### config.mk
export PLATFORM = sky130hd
export DESIGN_NAME = bsc_top
export DESIGN_NICKNAME = d
export VERILOG_FILES = /design/src/bsc_pkg.sv /design/src/bsc_top.sv
export VERILOG_INCLUDE_DIRS = /design/src
export SDC_FILE = /design/constraint.sdc
export NUM_CORES = 1
export LEC_CHECK = 0
export BUFFER_PORTS_ARGS = -buffer_cell sky130_fd_sc_hd__buf_4
export CORE_MARGIN = 2
export CORE_UTILIZATION = 38
export DETAILED_ROUTE_END_ITERATION = 10
export GPL_ROUTABILITY_DRIVEN = 1
export PLACE_DENSITY_LB_ADDON = 0.25
export SLEW_MARGIN = 20
export SYNTH_ARGS = -nofsm -noshare
export SYNTH_HDL_FRONTEND = slang
export SYNTH_SLANG_ARGS = --single-unit
export TNS_END_PERCENT = 1
### constraint.sdc
create_clock -name clk -period 3.8 [get_ports clk]
set_clock_uncertainty 0.15 [all_clocks]
set_input_delay 0.76 -clock clk [delete_from_list [all_inputs] [get_ports clk]]
set_output_delay 0.76 -clock clk [all_outputs]
set_load 0.01 [all_outputs]
### src/bsc_regs.svh
// Register offsets, field positions, reset values and timing counts of the sync channel block.
// Assumes an 8-bit register port with byte offsets; included by bsc_top.sv and the testbench, not by bsc_pkg.sv.
`ifndef BSC_REGS_SVH
`define BSC_REGS_SVH
`define BSC_OFS_MODE     8'h02
`define BSC_OFS_TIMER    8'h03
`define BSC_OFS_SYNC_CHAR_LOW     8'h04
`define BSC_OFS_SYNC_CHAR_HIGH     8'h05
`define BSC_OFS_TERM     8'h06
`define BSC_OFS_FMT      8'h07
`define BSC_OFS_RFC      8'h08
`define BSC_OFS_CMD      8'h20
`define BSC_OFS_RECEIVE_BYTE_COUNT_LOW     8'h2A
`define BSC_OFS_TRANSMIT_BYTE_COUNT_LOW     8'h2A
`define BSC_OFS_TRANSMIT_COUNT_HIGH     8'h2B
`define BSC_OFS_STAT     8'h09
`define BSC_RST_BYTE     8'h00
`define BSC_MODE_RTS     2
`define BSC_MODE_TRS     1
`define BSC_MODE_TLP     0
`define BSC_MODE_SYNC_LENGTH_SELECT    4
`define BSC_MODE_DSYN    5
`define BSC_MODE_ITF     6
`define BSC_FMT_PARITY_ENABLE     2
`define BSC_RFC_DPS      6
`define BSC_RFC_SYNC_STORE_ENABLE    5
`define BSC_RFC_STATUS_BYTE_ENABLE     4
`define BSC_RFC_END_CHAR_DETECT_ENABLE     2
`define BSC_TRANSMIT_COUNT_HIGH_DMA     7
`define BSC_CMD_RMC      7
`define BSC_CMD_STI      4
`define BSC_CMD_XF       3
`define BSC_CMD_HUNT     2
`define BSC_K_LONG       32768
`define BSC_K_SHORT      512
`define BSC_REPEAT_ALL   3'h7
`endif

### src/bsc_pkg.sv
// Types shared by the sync channel block.
// Assumes the constants header is compiled alongside.
package bsc_pkg;
  typedef enum logic [1:0] {
    BSC_TX_IDLE = 2'b00,
    BSC_TX_SEND = 2'b01,
    BSC_TX_FILL = 2'b11
  } bsc_tx_state_type;
  typedef enum logic [1:0] {
    BSC_RX_HUNT = 2'b00,
    BSC_RX_SYNC = 2'b01
  } bsc_rx_state_type;
endpackage

### src/bsc_top.sv
// Channel control for a character-oriented synchronous serial channel: registers, timer,
// SYN fill/hunt, end-character detection, receive format, byte counts and DMA requests.
// Assumes one 50 MHz clock, one transmit bit per tx_bit_tick, and a byte-wide register port.
`timescale 1ns/100ps
`include "bsc_regs.svh"

module bsc_top #(
  parameter int unsigned K_LONG  = `BSC_K_LONG,
  parameter int unsigned K_SHORT = `BSC_K_SHORT
) (
  input  wire logic       clk,
  input  wire logic       resetn,
  input  wire logic [7:0] reg_addr,
  input  wire logic [7:0] reg_wdata,
  input  wire logic       reg_write,
  input  wire logic       reg_read,
  output logic      [7:0] reg_rdata,
  input  wire logic       tx_bit_tick,
  input  wire logic       tx_have_data,
  input  wire logic       tx_data_bit,
  output logic            tx_out,
  output logic            tx_busy,
  input  wire logic       rx_in,
  input  wire logic       rx_bit_tick,
  output logic            rts_out,
  output logic            rx_wr_valid,
  output logic      [7:0] rx_wr_data,
  output logic            timer_irq,
  output logic            end_char_detected_irq,
  output logic            receive_pool_full_irq,
  output logic            parity_error_irq,
  output logic            dma_tx_req
);
  logic [7:0] mode_q, interval_timer_q, sync_pattern_low_q, sync_pattern_high_q;
  logic [7:0] end_char_register_q, character_format_q, receive_queue_control_q;
  logic [4:0] transmit_count_high_q;
  logic [7:0] transmit_count_low_q;
  logic [7:0] receive_counter_q;
  logic       wr_cmd, rmc_cmd, sti_cmd, xf_cmd, hunt_cmd;
  logic       end_seen_q;

  assign wr_cmd   = reg_write && (reg_addr == `BSC_OFS_CMD);
  assign rmc_cmd  = wr_cmd && reg_wdata[`BSC_CMD_RMC];
  assign sti_cmd  = wr_cmd && reg_wdata[`BSC_CMD_STI];
  assign xf_cmd   = wr_cmd && reg_wdata[`BSC_CMD_XF];
  assign hunt_cmd = wr_cmd && reg_wdata[`BSC_CMD_HUNT];

  // Character length in bits from the two-bit field
  function automatic logic [3:0] char_bits(input logic [1:0] code);
    char_bits = 4'h8 - {2'b00, code};
  endfunction

  // Threshold in bytes from code and status format
  function automatic logic [5:0] thresh_bytes(input logic [1:0] code, input logic sts);
    unique case (code)
      2'b00:   thresh_bytes = sts ? 6'h02 : 6'h01;
      2'b01:   thresh_bytes = 6'h04;
      2'b10:   thresh_bytes = 6'h10;
      default: thresh_bytes = 6'h20;
    endcase
  endfunction

  // Configuration register writes
  always_ff @(posedge clk or negedge resetn) begin
    if (!resetn) begin
      mode_q                  <= `BSC_RST_BYTE;
      interval_timer_q        <= `BSC_RST_BYTE;
      sync_pattern_low_q      <= `BSC_RST_BYTE;
      sync_pattern_high_q     <= `BSC_RST_BYTE;
      end_char_register_q     <= `BSC_RST_BYTE;
      character_format_q      <= `BSC_RST_BYTE;
      receive_queue_control_q <= `BSC_RST_BYTE;
      transmit_count_low_q    <= `BSC_RST_BYTE;
      transmit_count_high_q   <= 5'h00;
    end else if (reg_write) begin
      unique case (reg_addr)
        `BSC_OFS_MODE:  mode_q                  <= reg_wdata;
        `BSC_OFS_TIMER: interval_timer_q        <= reg_wdata;
        `BSC_OFS_SYNC_CHAR_LOW:  sync_pattern_low_q      <= reg_wdata;
        `BSC_OFS_SYNC_CHAR_HIGH:  sync_pattern_high_q     <= reg_wdata;
        `BSC_OFS_TERM:  end_char_register_q     <= reg_wdata;
        `BSC_OFS_FMT:   character_format_q      <= reg_wdata;
        `BSC_OFS_RFC:   receive_queue_control_q <= reg_wdata;
        `BSC_OFS_TRANSMIT_BYTE_COUNT_LOW:  transmit_count_low_q    <= reg_wdata;
        `BSC_OFS_TRANSMIT_COUNT_HIGH:  transmit_count_high_q   <= {reg_wdata[`BSC_TRANSMIT_COUNT_HIGH_DMA], reg_wdata[3:0]};
        default: ;
      endcase
    end
  end

  // Read port, data in the cycle after the strobe
  always_ff @(posedge clk or negedge resetn) begin
    if (!resetn) begin
      reg_rdata <= 8'h00;
    end else if (reg_read) begin
      unique case (reg_addr)
        `BSC_OFS_MODE:  reg_rdata <= mode_q;
        `BSC_OFS_TIMER: reg_rdata <= interval_timer_q;
        `BSC_OFS_SYNC_CHAR_LOW:  reg_rdata <= sync_pattern_low_q;
        `BSC_OFS_SYNC_CHAR_HIGH:  reg_rdata <= sync_pattern_high_q;
        `BSC_OFS_TERM:  reg_rdata <= end_char_register_q;
        `BSC_OFS_FMT:   reg_rdata <= character_format_q;
        `BSC_OFS_RFC:   reg_rdata <= receive_queue_control_q;
        `BSC_OFS_RECEIVE_BYTE_COUNT_LOW:  reg_rdata <= receive_counter_q;
        `BSC_OFS_STAT:  reg_rdata <= {5'h00, tx_busy, rts_out, end_seen_q};
        default:        reg_rdata <= 8'h00;
      endcase
    end else begin
      reg_rdata <= 8'h00;
    end
  end

  // Interval timer: prescale by k per bit tick, then count loops, then t1 periods
  logic [15:0] pre_q;
  logic [4:0]  val_q;
  logic [7:0]  loop_q;
  logic        run_q;
  logic [15:0] k_last;
  logic [7:0]  loops_total;
  assign k_last      = mode_q[`BSC_MODE_TRS] ? 16'(K_SHORT - 1) : 16'(K_LONG - 1);
  assign loops_total = {interval_timer_q[7:5], 5'h00};
  always_ff @(posedge clk or negedge resetn) begin
    if (!resetn) begin
      pre_q     <= 16'h0000;
      val_q     <= 5'h00;
      loop_q    <= 8'h00;
      run_q     <= 1'b0;
      timer_irq <= 1'b0;
    end else begin
      timer_irq <= 1'b0;
      if (reg_write && reg_addr == `BSC_OFS_TIMER) begin
        run_q <= 1'b0;
      end else if (sti_cmd) begin
        run_q  <= 1'b1;
        pre_q  <= 16'h0000;
        val_q  <= 5'h00;
        loop_q <= 8'h00;
      end else if (run_q && tx_bit_tick) begin
        if (pre_q != k_last) begin
          pre_q <= pre_q + 16'h0001;
        end else begin
          pre_q <= 16'h0000;
          if (loop_q != loops_total || interval_timer_q[7:5] == `BSC_REPEAT_ALL) begin
            loop_q <= loop_q + 8'h01;
          end else if (val_q != interval_timer_q[4:0]) begin
            val_q <= val_q + 5'h01;
          end else begin
            timer_irq <= 1'b1;
            val_q     <= 5'h00;
            run_q     <= 1'b0;
          end
          if (interval_timer_q[7:5] == `BSC_REPEAT_ALL) begin
            loop_q <= 8'h00;
            if (val_q != interval_timer_q[4:0]) begin
              val_q <= val_q + 5'h01;
            end else begin
              val_q     <= 5'h00;
              timer_irq <= 1'b1;
            end
          end
        end
      end
    end
  end

  // SYN pattern assembly and bit count
  logic [15:0] syn_pat;
  logic [4:0]  syn_len;
  always_comb begin
    syn_pat = 16'h0000;
    syn_len = 5'h00;
    if (!mode_q[`BSC_MODE_DSYN]) begin
      syn_pat = mode_q[`BSC_MODE_SYNC_LENGTH_SELECT] ? {8'h00, sync_pattern_low_q}
                                       : {10'h000, sync_pattern_low_q[5:0]};
      syn_len = mode_q[`BSC_MODE_SYNC_LENGTH_SELECT] ? 5'd8 : 5'd6;
    end else if (mode_q[`BSC_MODE_SYNC_LENGTH_SELECT]) begin
      syn_pat = {sync_pattern_high_q, sync_pattern_low_q};
      syn_len = 5'd16;
    end else begin
      syn_pat = {4'h0, sync_pattern_high_q[5:0], sync_pattern_low_q[5:0]};
      syn_len = 5'd12;
    end
  end

  // Transmitter: data, SYN fill or marking idle; DMA block request count
  bsc_pkg::bsc_tx_state_type tx_q;
  logic [4:0]  tx_pos_q;
  logic [12:0] dma_left_q;
  always_ff @(posedge clk or negedge resetn) begin
    if (!resetn) begin
      tx_q       <= bsc_pkg::BSC_TX_IDLE;
      tx_pos_q   <= 5'h00;
      tx_out     <= 1'b1;
      tx_busy    <= 1'b0;
      dma_left_q <= 13'h0000;
      dma_tx_req <= 1'b0;
    end else begin
      if (xf_cmd && transmit_count_high_q[4]) begin
        dma_left_q <= {1'b0, transmit_count_high_q[3:0], transmit_count_low_q} + 13'h0001;
      end else if (dma_tx_req) begin
        dma_left_q <= dma_left_q - 13'h0001;
      end
      dma_tx_req <= (dma_left_q > 13'h0001) || (dma_left_q == 13'h0001 && !dma_tx_req);
      if (tx_bit_tick) begin
        unique case (tx_q)
          bsc_pkg::BSC_TX_IDLE, bsc_pkg::BSC_TX_FILL: begin
            tx_busy <= tx_have_data;
            if (tx_have_data && tx_pos_q == 5'h00) begin
              tx_q   <= bsc_pkg::BSC_TX_SEND;
              tx_out <= tx_data_bit;
            end else if (mode_q[`BSC_MODE_ITF]) begin
              tx_q     <= bsc_pkg::BSC_TX_FILL;
              tx_out   <= syn_pat[tx_pos_q[3:0]];
              tx_pos_q <= (tx_pos_q + 5'h01 == syn_len) ? 5'h00 : tx_pos_q + 5'h01;
            end else begin
              tx_q   <= bsc_pkg::BSC_TX_IDLE;
              tx_out <= 1'b1;
            end
          end
          bsc_pkg::BSC_TX_SEND: begin
            tx_out  <= tx_have_data ? tx_data_bit : 1'b1;
            tx_busy <= tx_have_data;
            if (!tx_have_data) begin
              tx_q <= bsc_pkg::BSC_TX_IDLE;
            end
          end
        endcase
      end
    end
  end

  // RTS: forced by control bit, else follows transmit activity
  always_ff @(posedge clk or negedge resetn) begin
    if (!resetn) begin
      rts_out <= 1'b0;
    end else begin
      rts_out <= mode_q[`BSC_MODE_RTS] | tx_busy;
    end
  end

  // Receiver: loop select, hunt shift register, character assembly
  bsc_pkg::bsc_rx_state_type rx_q;
  logic        rx_bit;
  logic [15:0] hunt_sr_q;
  logic [15:0] hunt_mask;
  logic [8:0]  ch_q;
  logic [3:0]  cnt_q;
  logic [3:0]  ch_bits;
  logic        par_on;
  assign rx_bit    = mode_q[`BSC_MODE_TLP] ? tx_out : rx_in;
  assign hunt_mask = 16'hFFFF >> (5'd16 - syn_len);
  assign ch_bits   = char_bits(character_format_q[1:0]);
  assign par_on    = character_format_q[`BSC_FMT_PARITY_ENABLE];

  // Received character fields, LSB first into a right-justified word
  logic [7:0] data_c;
  logic       par_c;
  logic       perr_c;
  logic       is_syn_c;
  logic [8:0] ch_next;
  always_comb begin
    ch_next  = {rx_bit, ch_q[8:1]};
    data_c   = 8'(ch_next >> (4'd9 - ch_bits - {3'h0, par_on}));
    data_c   = data_c & (8'hFF >> (4'd8 - ch_bits));
    par_c    = ch_next[8];
    unique case (character_format_q[4:3])
      2'b00:   perr_c = par_c != 1'b0;
      2'b01:   perr_c = par_c == ^data_c;
      2'b10:   perr_c = par_c != ^data_c;
      default: perr_c = par_c != 1'b1;
    endcase
    perr_c   = perr_c & par_on;
    is_syn_c = data_c == sync_pattern_low_q;
  end

  logic       pend_sts_q;
  logic [7:0] sts_q;
  logic [5:0] fill_q;
  logic       stored;
  assign stored = rx_wr_valid && !pend_sts_q;
  always_ff @(posedge clk or negedge resetn) begin
    if (!resetn) begin
      rx_q             <= bsc_pkg::BSC_RX_HUNT;
      hunt_sr_q        <= 16'h0000;
      ch_q             <= 9'h000;
      cnt_q            <= 4'h0;
      rx_wr_valid      <= 1'b0;
      rx_wr_data       <= 8'h00;
      pend_sts_q       <= 1'b0;
      sts_q            <= 8'h00;
      parity_error_irq <= 1'b0;
      end_char_detected_irq <= 1'b0;
    end else begin
      rx_wr_valid           <= 1'b0;
      parity_error_irq      <= 1'b0;
      end_char_detected_irq <= 1'b0;
      if (pend_sts_q) begin
        rx_wr_valid <= 1'b1;
        rx_wr_data  <= sts_q;
        pend_sts_q  <= 1'b0;
      end
      if (hunt_cmd) begin
        rx_q <= bsc_pkg::BSC_RX_HUNT;
      end else if (rx_bit_tick) begin
        hunt_sr_q <= {rx_bit, hunt_sr_q[15:1]};
        if (rx_q == bsc_pkg::BSC_RX_HUNT) begin
          if (((({rx_bit, hunt_sr_q[15:1]}) >> (5'd16 - syn_len)) & hunt_mask) == syn_pat) begin
            rx_q  <= bsc_pkg::BSC_RX_SYNC;
            cnt_q <= 4'h0;
          end
        end else begin
          ch_q <= ch_next;
          if (cnt_q + 4'h1 == ch_bits + {3'h0, par_on}) begin
            cnt_q <= 4'h0;
            if (!is_syn_c || receive_queue_control_q[`BSC_RFC_SYNC_STORE_ENABLE]) begin
              rx_wr_valid <= 1'b1;
              rx_wr_data  <= data_c;
              if (par_on && ch_bits != 4'h8 && !receive_queue_control_q[`BSC_RFC_DPS]) begin
                rx_wr_data <= data_c | (8'({par_c}) << ch_bits);
              end
              pend_sts_q       <= receive_queue_control_q[`BSC_RFC_STATUS_BYTE_ENABLE];
              sts_q            <= {perr_c, 6'h00, par_c};
              parity_error_irq <= perr_c;
              if (receive_queue_control_q[`BSC_RFC_END_CHAR_DETECT_ENABLE] && data_c == end_char_register_q) begin
                end_char_detected_irq <= 1'b1;
              end
            end
          end else begin
            cnt_q <= cnt_q + 4'h1;
          end
        end
      end
    end
  end

  // Pool fill, pool-full event, byte counter and end latch
  logic [5:0] th;
  assign th = thresh_bytes(receive_queue_control_q[1:0], receive_queue_control_q[`BSC_RFC_STATUS_BYTE_ENABLE]);
  always_ff @(posedge clk or negedge resetn) begin
    if (!resetn) begin
      fill_q                <= 6'h00;
      receive_counter_q     <= 8'h00;
      end_seen_q            <= 1'b0;
      receive_pool_full_irq <= 1'b0;
    end else begin
      receive_pool_full_irq <= 1'b0;
      if (rx_wr_valid) begin
        if (fill_q + 6'h01 == th) begin
          fill_q                <= 6'h00;
          receive_pool_full_irq <= 1'b1;
          receive_counter_q     <= receive_counter_q + {2'b00, th};
        end else begin
          fill_q <= fill_q + 6'h01;
        end
      end
      if (end_char_detected_irq) begin
        end_seen_q        <= 1'b1;
        receive_counter_q <= receive_counter_q + {2'b00, fill_q} + 8'h01;
      end else if (rmc_cmd && end_seen_q) begin
        end_seen_q        <= 1'b0;
        receive_counter_q <= 8'h00;
        fill_q            <= 6'h00;
      end
    end
  end

  // Checks on outputs and internal registers
  a_rts_forced: assert property (@(posedge clk) disable iff (!resetn)
    mode_q[`BSC_MODE_RTS] |=> rts_out) else $error("rts not forced");
  a_loop_route: assert property (@(posedge clk) disable iff (!resetn)
    mode_q[`BSC_MODE_TLP] && rx_bit_tick && !hunt_cmd |=> hunt_sr_q[15] == $past(tx_out))
    else $error("loop not routed");
  a_rts_idle: assert property (@(posedge clk) disable iff (!resetn)
    !mode_q[`BSC_MODE_RTS] && !tx_busy |=> !rts_out) else $error("rts stuck");
  a_count_clear: assert property (@(posedge clk) disable iff (!resetn)
    rmc_cmd && end_seen_q && !end_char_detected_irq |=> receive_counter_q == 8'h00)
    else $error("count not cleared");
  a_status_after: assert property (@(posedge clk) disable iff (!resetn)
    pend_sts_q |=> rx_wr_valid && rx_wr_data == $past(sts_q)) else $error("status missing");
  a_pool_inc: assert property (@(posedge clk) disable iff (!resetn)
    rx_wr_valid && fill_q + 6'h01 == th && !end_char_detected_irq
    |=> receive_counter_q == $past(receive_counter_q) + {2'b00, $past(th)})
    else $error("pool count wrong");
  a_pool_irq: assert property (@(posedge clk) disable iff (!resetn)
    receive_pool_full_irq |-> $past(rx_wr_valid)) else $error("pool irq unprompted");
  a_timer_stop: assert property (@(posedge clk) disable iff (!resetn)
    !run_q |=> !timer_irq) else $error("timer irq while stopped");
  a_syn_idle: assert property (@(posedge clk) disable iff (!resetn)
    tx_q == bsc_pkg::BSC_TX_IDLE |-> tx_out) else $error("idle not marking");
endmodule // bsc_top

==> impl_metrics.ini <==
[flow_run]
cap_violations = 0

[pwr]
p_switching_uw = 2062
power_frac_clock_pct = 30.0
p_leak_uw = 0.005793
p_int_uw = 4042
peakVddDrop_mv = 0.3286
seqPwrFrac_pct = 42.1
swShare_pct = 33.78
p_per_area_nw_per_um2 = 461.9
combPwrFrac_pct = 27.9

[place]
dp_slack_ps = 49.19
gp_congestion = 0.9027
post-dp-hpwl_um = 22330
numPortBuffers = 49

[synthesis]
ys_types = 78
synthesis.nets = 1244
syn_area_sq_um = 11600
yosys_warnings = 0
yosysSeqAreaShare_pct = 40.99
syn_inst = 1184
synth.avg_cell_area_sq_um = 9.800
ys.flop_type = dfrtp_1
synth-edff-count = 0
async_flop_share_pct = 100.0
ys_ff_latch = 190

[finish]
n_antenna_cell = 0
area_delta_synth_final_pct = 13.89
drive_above_1_share_pct = 19.63
layout.nets = 1305
n_fill_cell = 2873

[die]
io_pins = 50
die_width_um = 178.7
coreArea_sq_um = 29870
std_cell_rows = 63
start_util_pct = 38.84
die_h_um = 178.7
dieArea_sq_um = 31950

[global_routing]
grt_max_degree = 82
grt_pass1_vias = 9004
grtUsageTotal_pct = 19.48
grt-ovfl-total = 0
grt_first_pass_wirelength_um = 48480
antenna_found_initial = 0

[cts]
root_buffer = clkbuf_16
cts_tree = yes
cts_buffers = 17
path_clk_slew_ps = 80
cts_max_level = 4
clkLatencyLatePin_ps = 440
cts_buffer_depth = 2
cts_hold_buf = 0
cts_sinks = 190

[routing]
drtIter0Drc = 516
routedWlPerCell_um = 18.16
drc = 0
drtAntennaViolNets = 0
vias = 9090
drt-pass1-iter-count = 6
via_per_inst = 5.516
drt-total-wl_um = 29920

[worst_setup_path]
rr_worst_depth = 14
cp.arrival_ps = 3810
cp.required_ps = 3980
crit_path_end_kind = flip-flop
startpoint_type = flip-flop
worstSetupPathType = reg -> reg
critPathMaxFanout = 7

[sta]
fin_setup_tns_ps = 0
finalSetupViolCount = 0
setup_slack_ps = 171.3
min_period_over_period_pct = 95.49
fmax_ghz = 0.2756
slew_viol_final = 0
finalHoldViolations = 0
slew_headroom_pct = 46.60
worst_pin_slew_ps = 797.3
fin_crit_ps = 3629

[outcome]
run_status = completed

[worst_hold_path]
hp-class = in -> async
==> power groups by stage <==
| stage | combinational (uW) | clock (uW) | sequential [uW] |
|---|---|---|---|
| floorplan | 1280 | 0 | 2500 |
| global placement | 1650 | 0 | 2600 |
| detailed placement | 1680 | 0 | 2610 |
| CTS | 1690 | 1880 | 2570 |
| global route | 1900 | 1950 | 2620 |
| finish | 1700 | 1830 | 2570 |
==> metrics by stage <==
| stage | power, uW | hold WS, ps | area (sq um) | util [%] | instances |
|---|---|---|---|---|---|
| 2_1_floorplan | 3778 | 290.6 | 11600 | - | 1184 |
| 3_3_place_gp | 4247 | 311.0 | 12560 | 42.06 | 1615 |
| 3_5_place_dp | 4288 | 317.5 | 12560 | 42.06 | 1615 |
| 4_1_cts | 6140 | 172.3 | 13160 | 44.06 | 1647 |
| 5_1_grt | 6475 | 214.8 | 13220 | 44.24 | 1648 |
| 6_report | 6103 | 174.3 | 13220 | 44.24 | 1648 |
==> synthesized netlist by cell type (all sizes together), types with 19 or more instances <==
cell type	count	area (sq um)
a21oi	53	265.3
nand2	142	533.0
nor3	20	100.1
nand3	41	205.2
nand2b	24	150.1
mux2	91	1028
ha	32	400.4
clkbuf	31	116.4
nor2b	19	118.9
o21ai	69	345.3
inv	43	161.4
nor2	76	287.8
dfrtp	189	4730
xor2	47	411.6
xnor2	48	420.4
==> cell usage in the layout (no fill, tap or decap), drive strengths merged, types with 24 or more instances in the layout <==
cell type,synthesis,final
dfrtp,189,189
nand2,142,142
mux2,91,91
buf,17,89
nor2,76,76
o21ai,69,69
a21oi,53,53
inv,43,51
xnor2,48,48
xor2,47,47
nand3,41,41
ha,32,32
nand2b,24,24
==> logic make-up (layout without fill, tap and decap cells) <==
logic type	count (synthesis)	count (layout)	share of synthesized area, %
simple gates	417	417	17.74
compound gates	231	231	13.41
flops	190	190	40.99
mux	123	123	13.24
xor+xnor	96	96	7.375
buf+inv	92	166	3.278
fa+ha+maj	35	35	3.968
==> flip-flops by register name (all words and copies together) (netlist names), 8 cells and up <==
name,flops
interval_timer_q,8
reg_rdata,8
pre_q,16
loop_q,8
receive_counter_q,8
rx_wr_data,8
hunt_sr_q,15
ch_q,8
end_char_register_q,8
receive_queue_control_q,8
mode_q,8
dma_left_q,13
transmit_count_low_q,8
character_format_q,8
sync_pattern_high_q,8
sync_pattern_low_q,8
==> worst max-delay path, stage by stage, from the launching register on <==
cell and delay (ps):
dfrtp_2 410, inv_1 70, ha_1 240, inv_1 100, ha_1 180, inv_1 80
ha_4 270, buf_4 160, o211a_1 250, o311ai_4 260, xnor2_1 110, or4_4 530
o211ai_4 300, nor2_2 90, a221o_1 320
==> layout make-up <==
cell class	instances	area (sq um)	share of cell area, %
multi-input combinational	902	6505	49.22
sequential	190	4757	36.00
clock inverter	15	172.7	1.307
inverter	44	165.2	1.250
timing repair buffer	90	701.9	5.311
tap	390	488.0	3.692
clock buffer	17	425.4	3.219
==> path summary, 6_finish.rpt <==
kind,slack [ps],end,startpoint
min in group clk,330,ch_q[1],ch_q[1]
min reg2reg,330,ch_q[1],ch_q[1]
max reg2reg,170,sts_q[7],character_format_q[0]
min,170,pre_q[4],resetn
max in group asynchronous,2420,hunt_sr_q[13],resetn
max,170,sts_q[7],character_format_q[0]
==> repair_timing <==
item | CTS | global route
buffers inserted | 0 | 1
resized for setup | 0 | 9
endpoints found under the setup margin | 0 | 14
==> per-layer routing <==
layer	wire (um)	share of wire [%]	track usage, %	up-vias
met5	0	0	0	-
met4	897	3.0	7.419	0
met3	1179	3.9	2.905	48
met2	14090	47	31.68	197
met1	13760	46	26.25	4454
li1	-	-	-	4391
No activity file was read; power rests on OpenSTA's default activity.
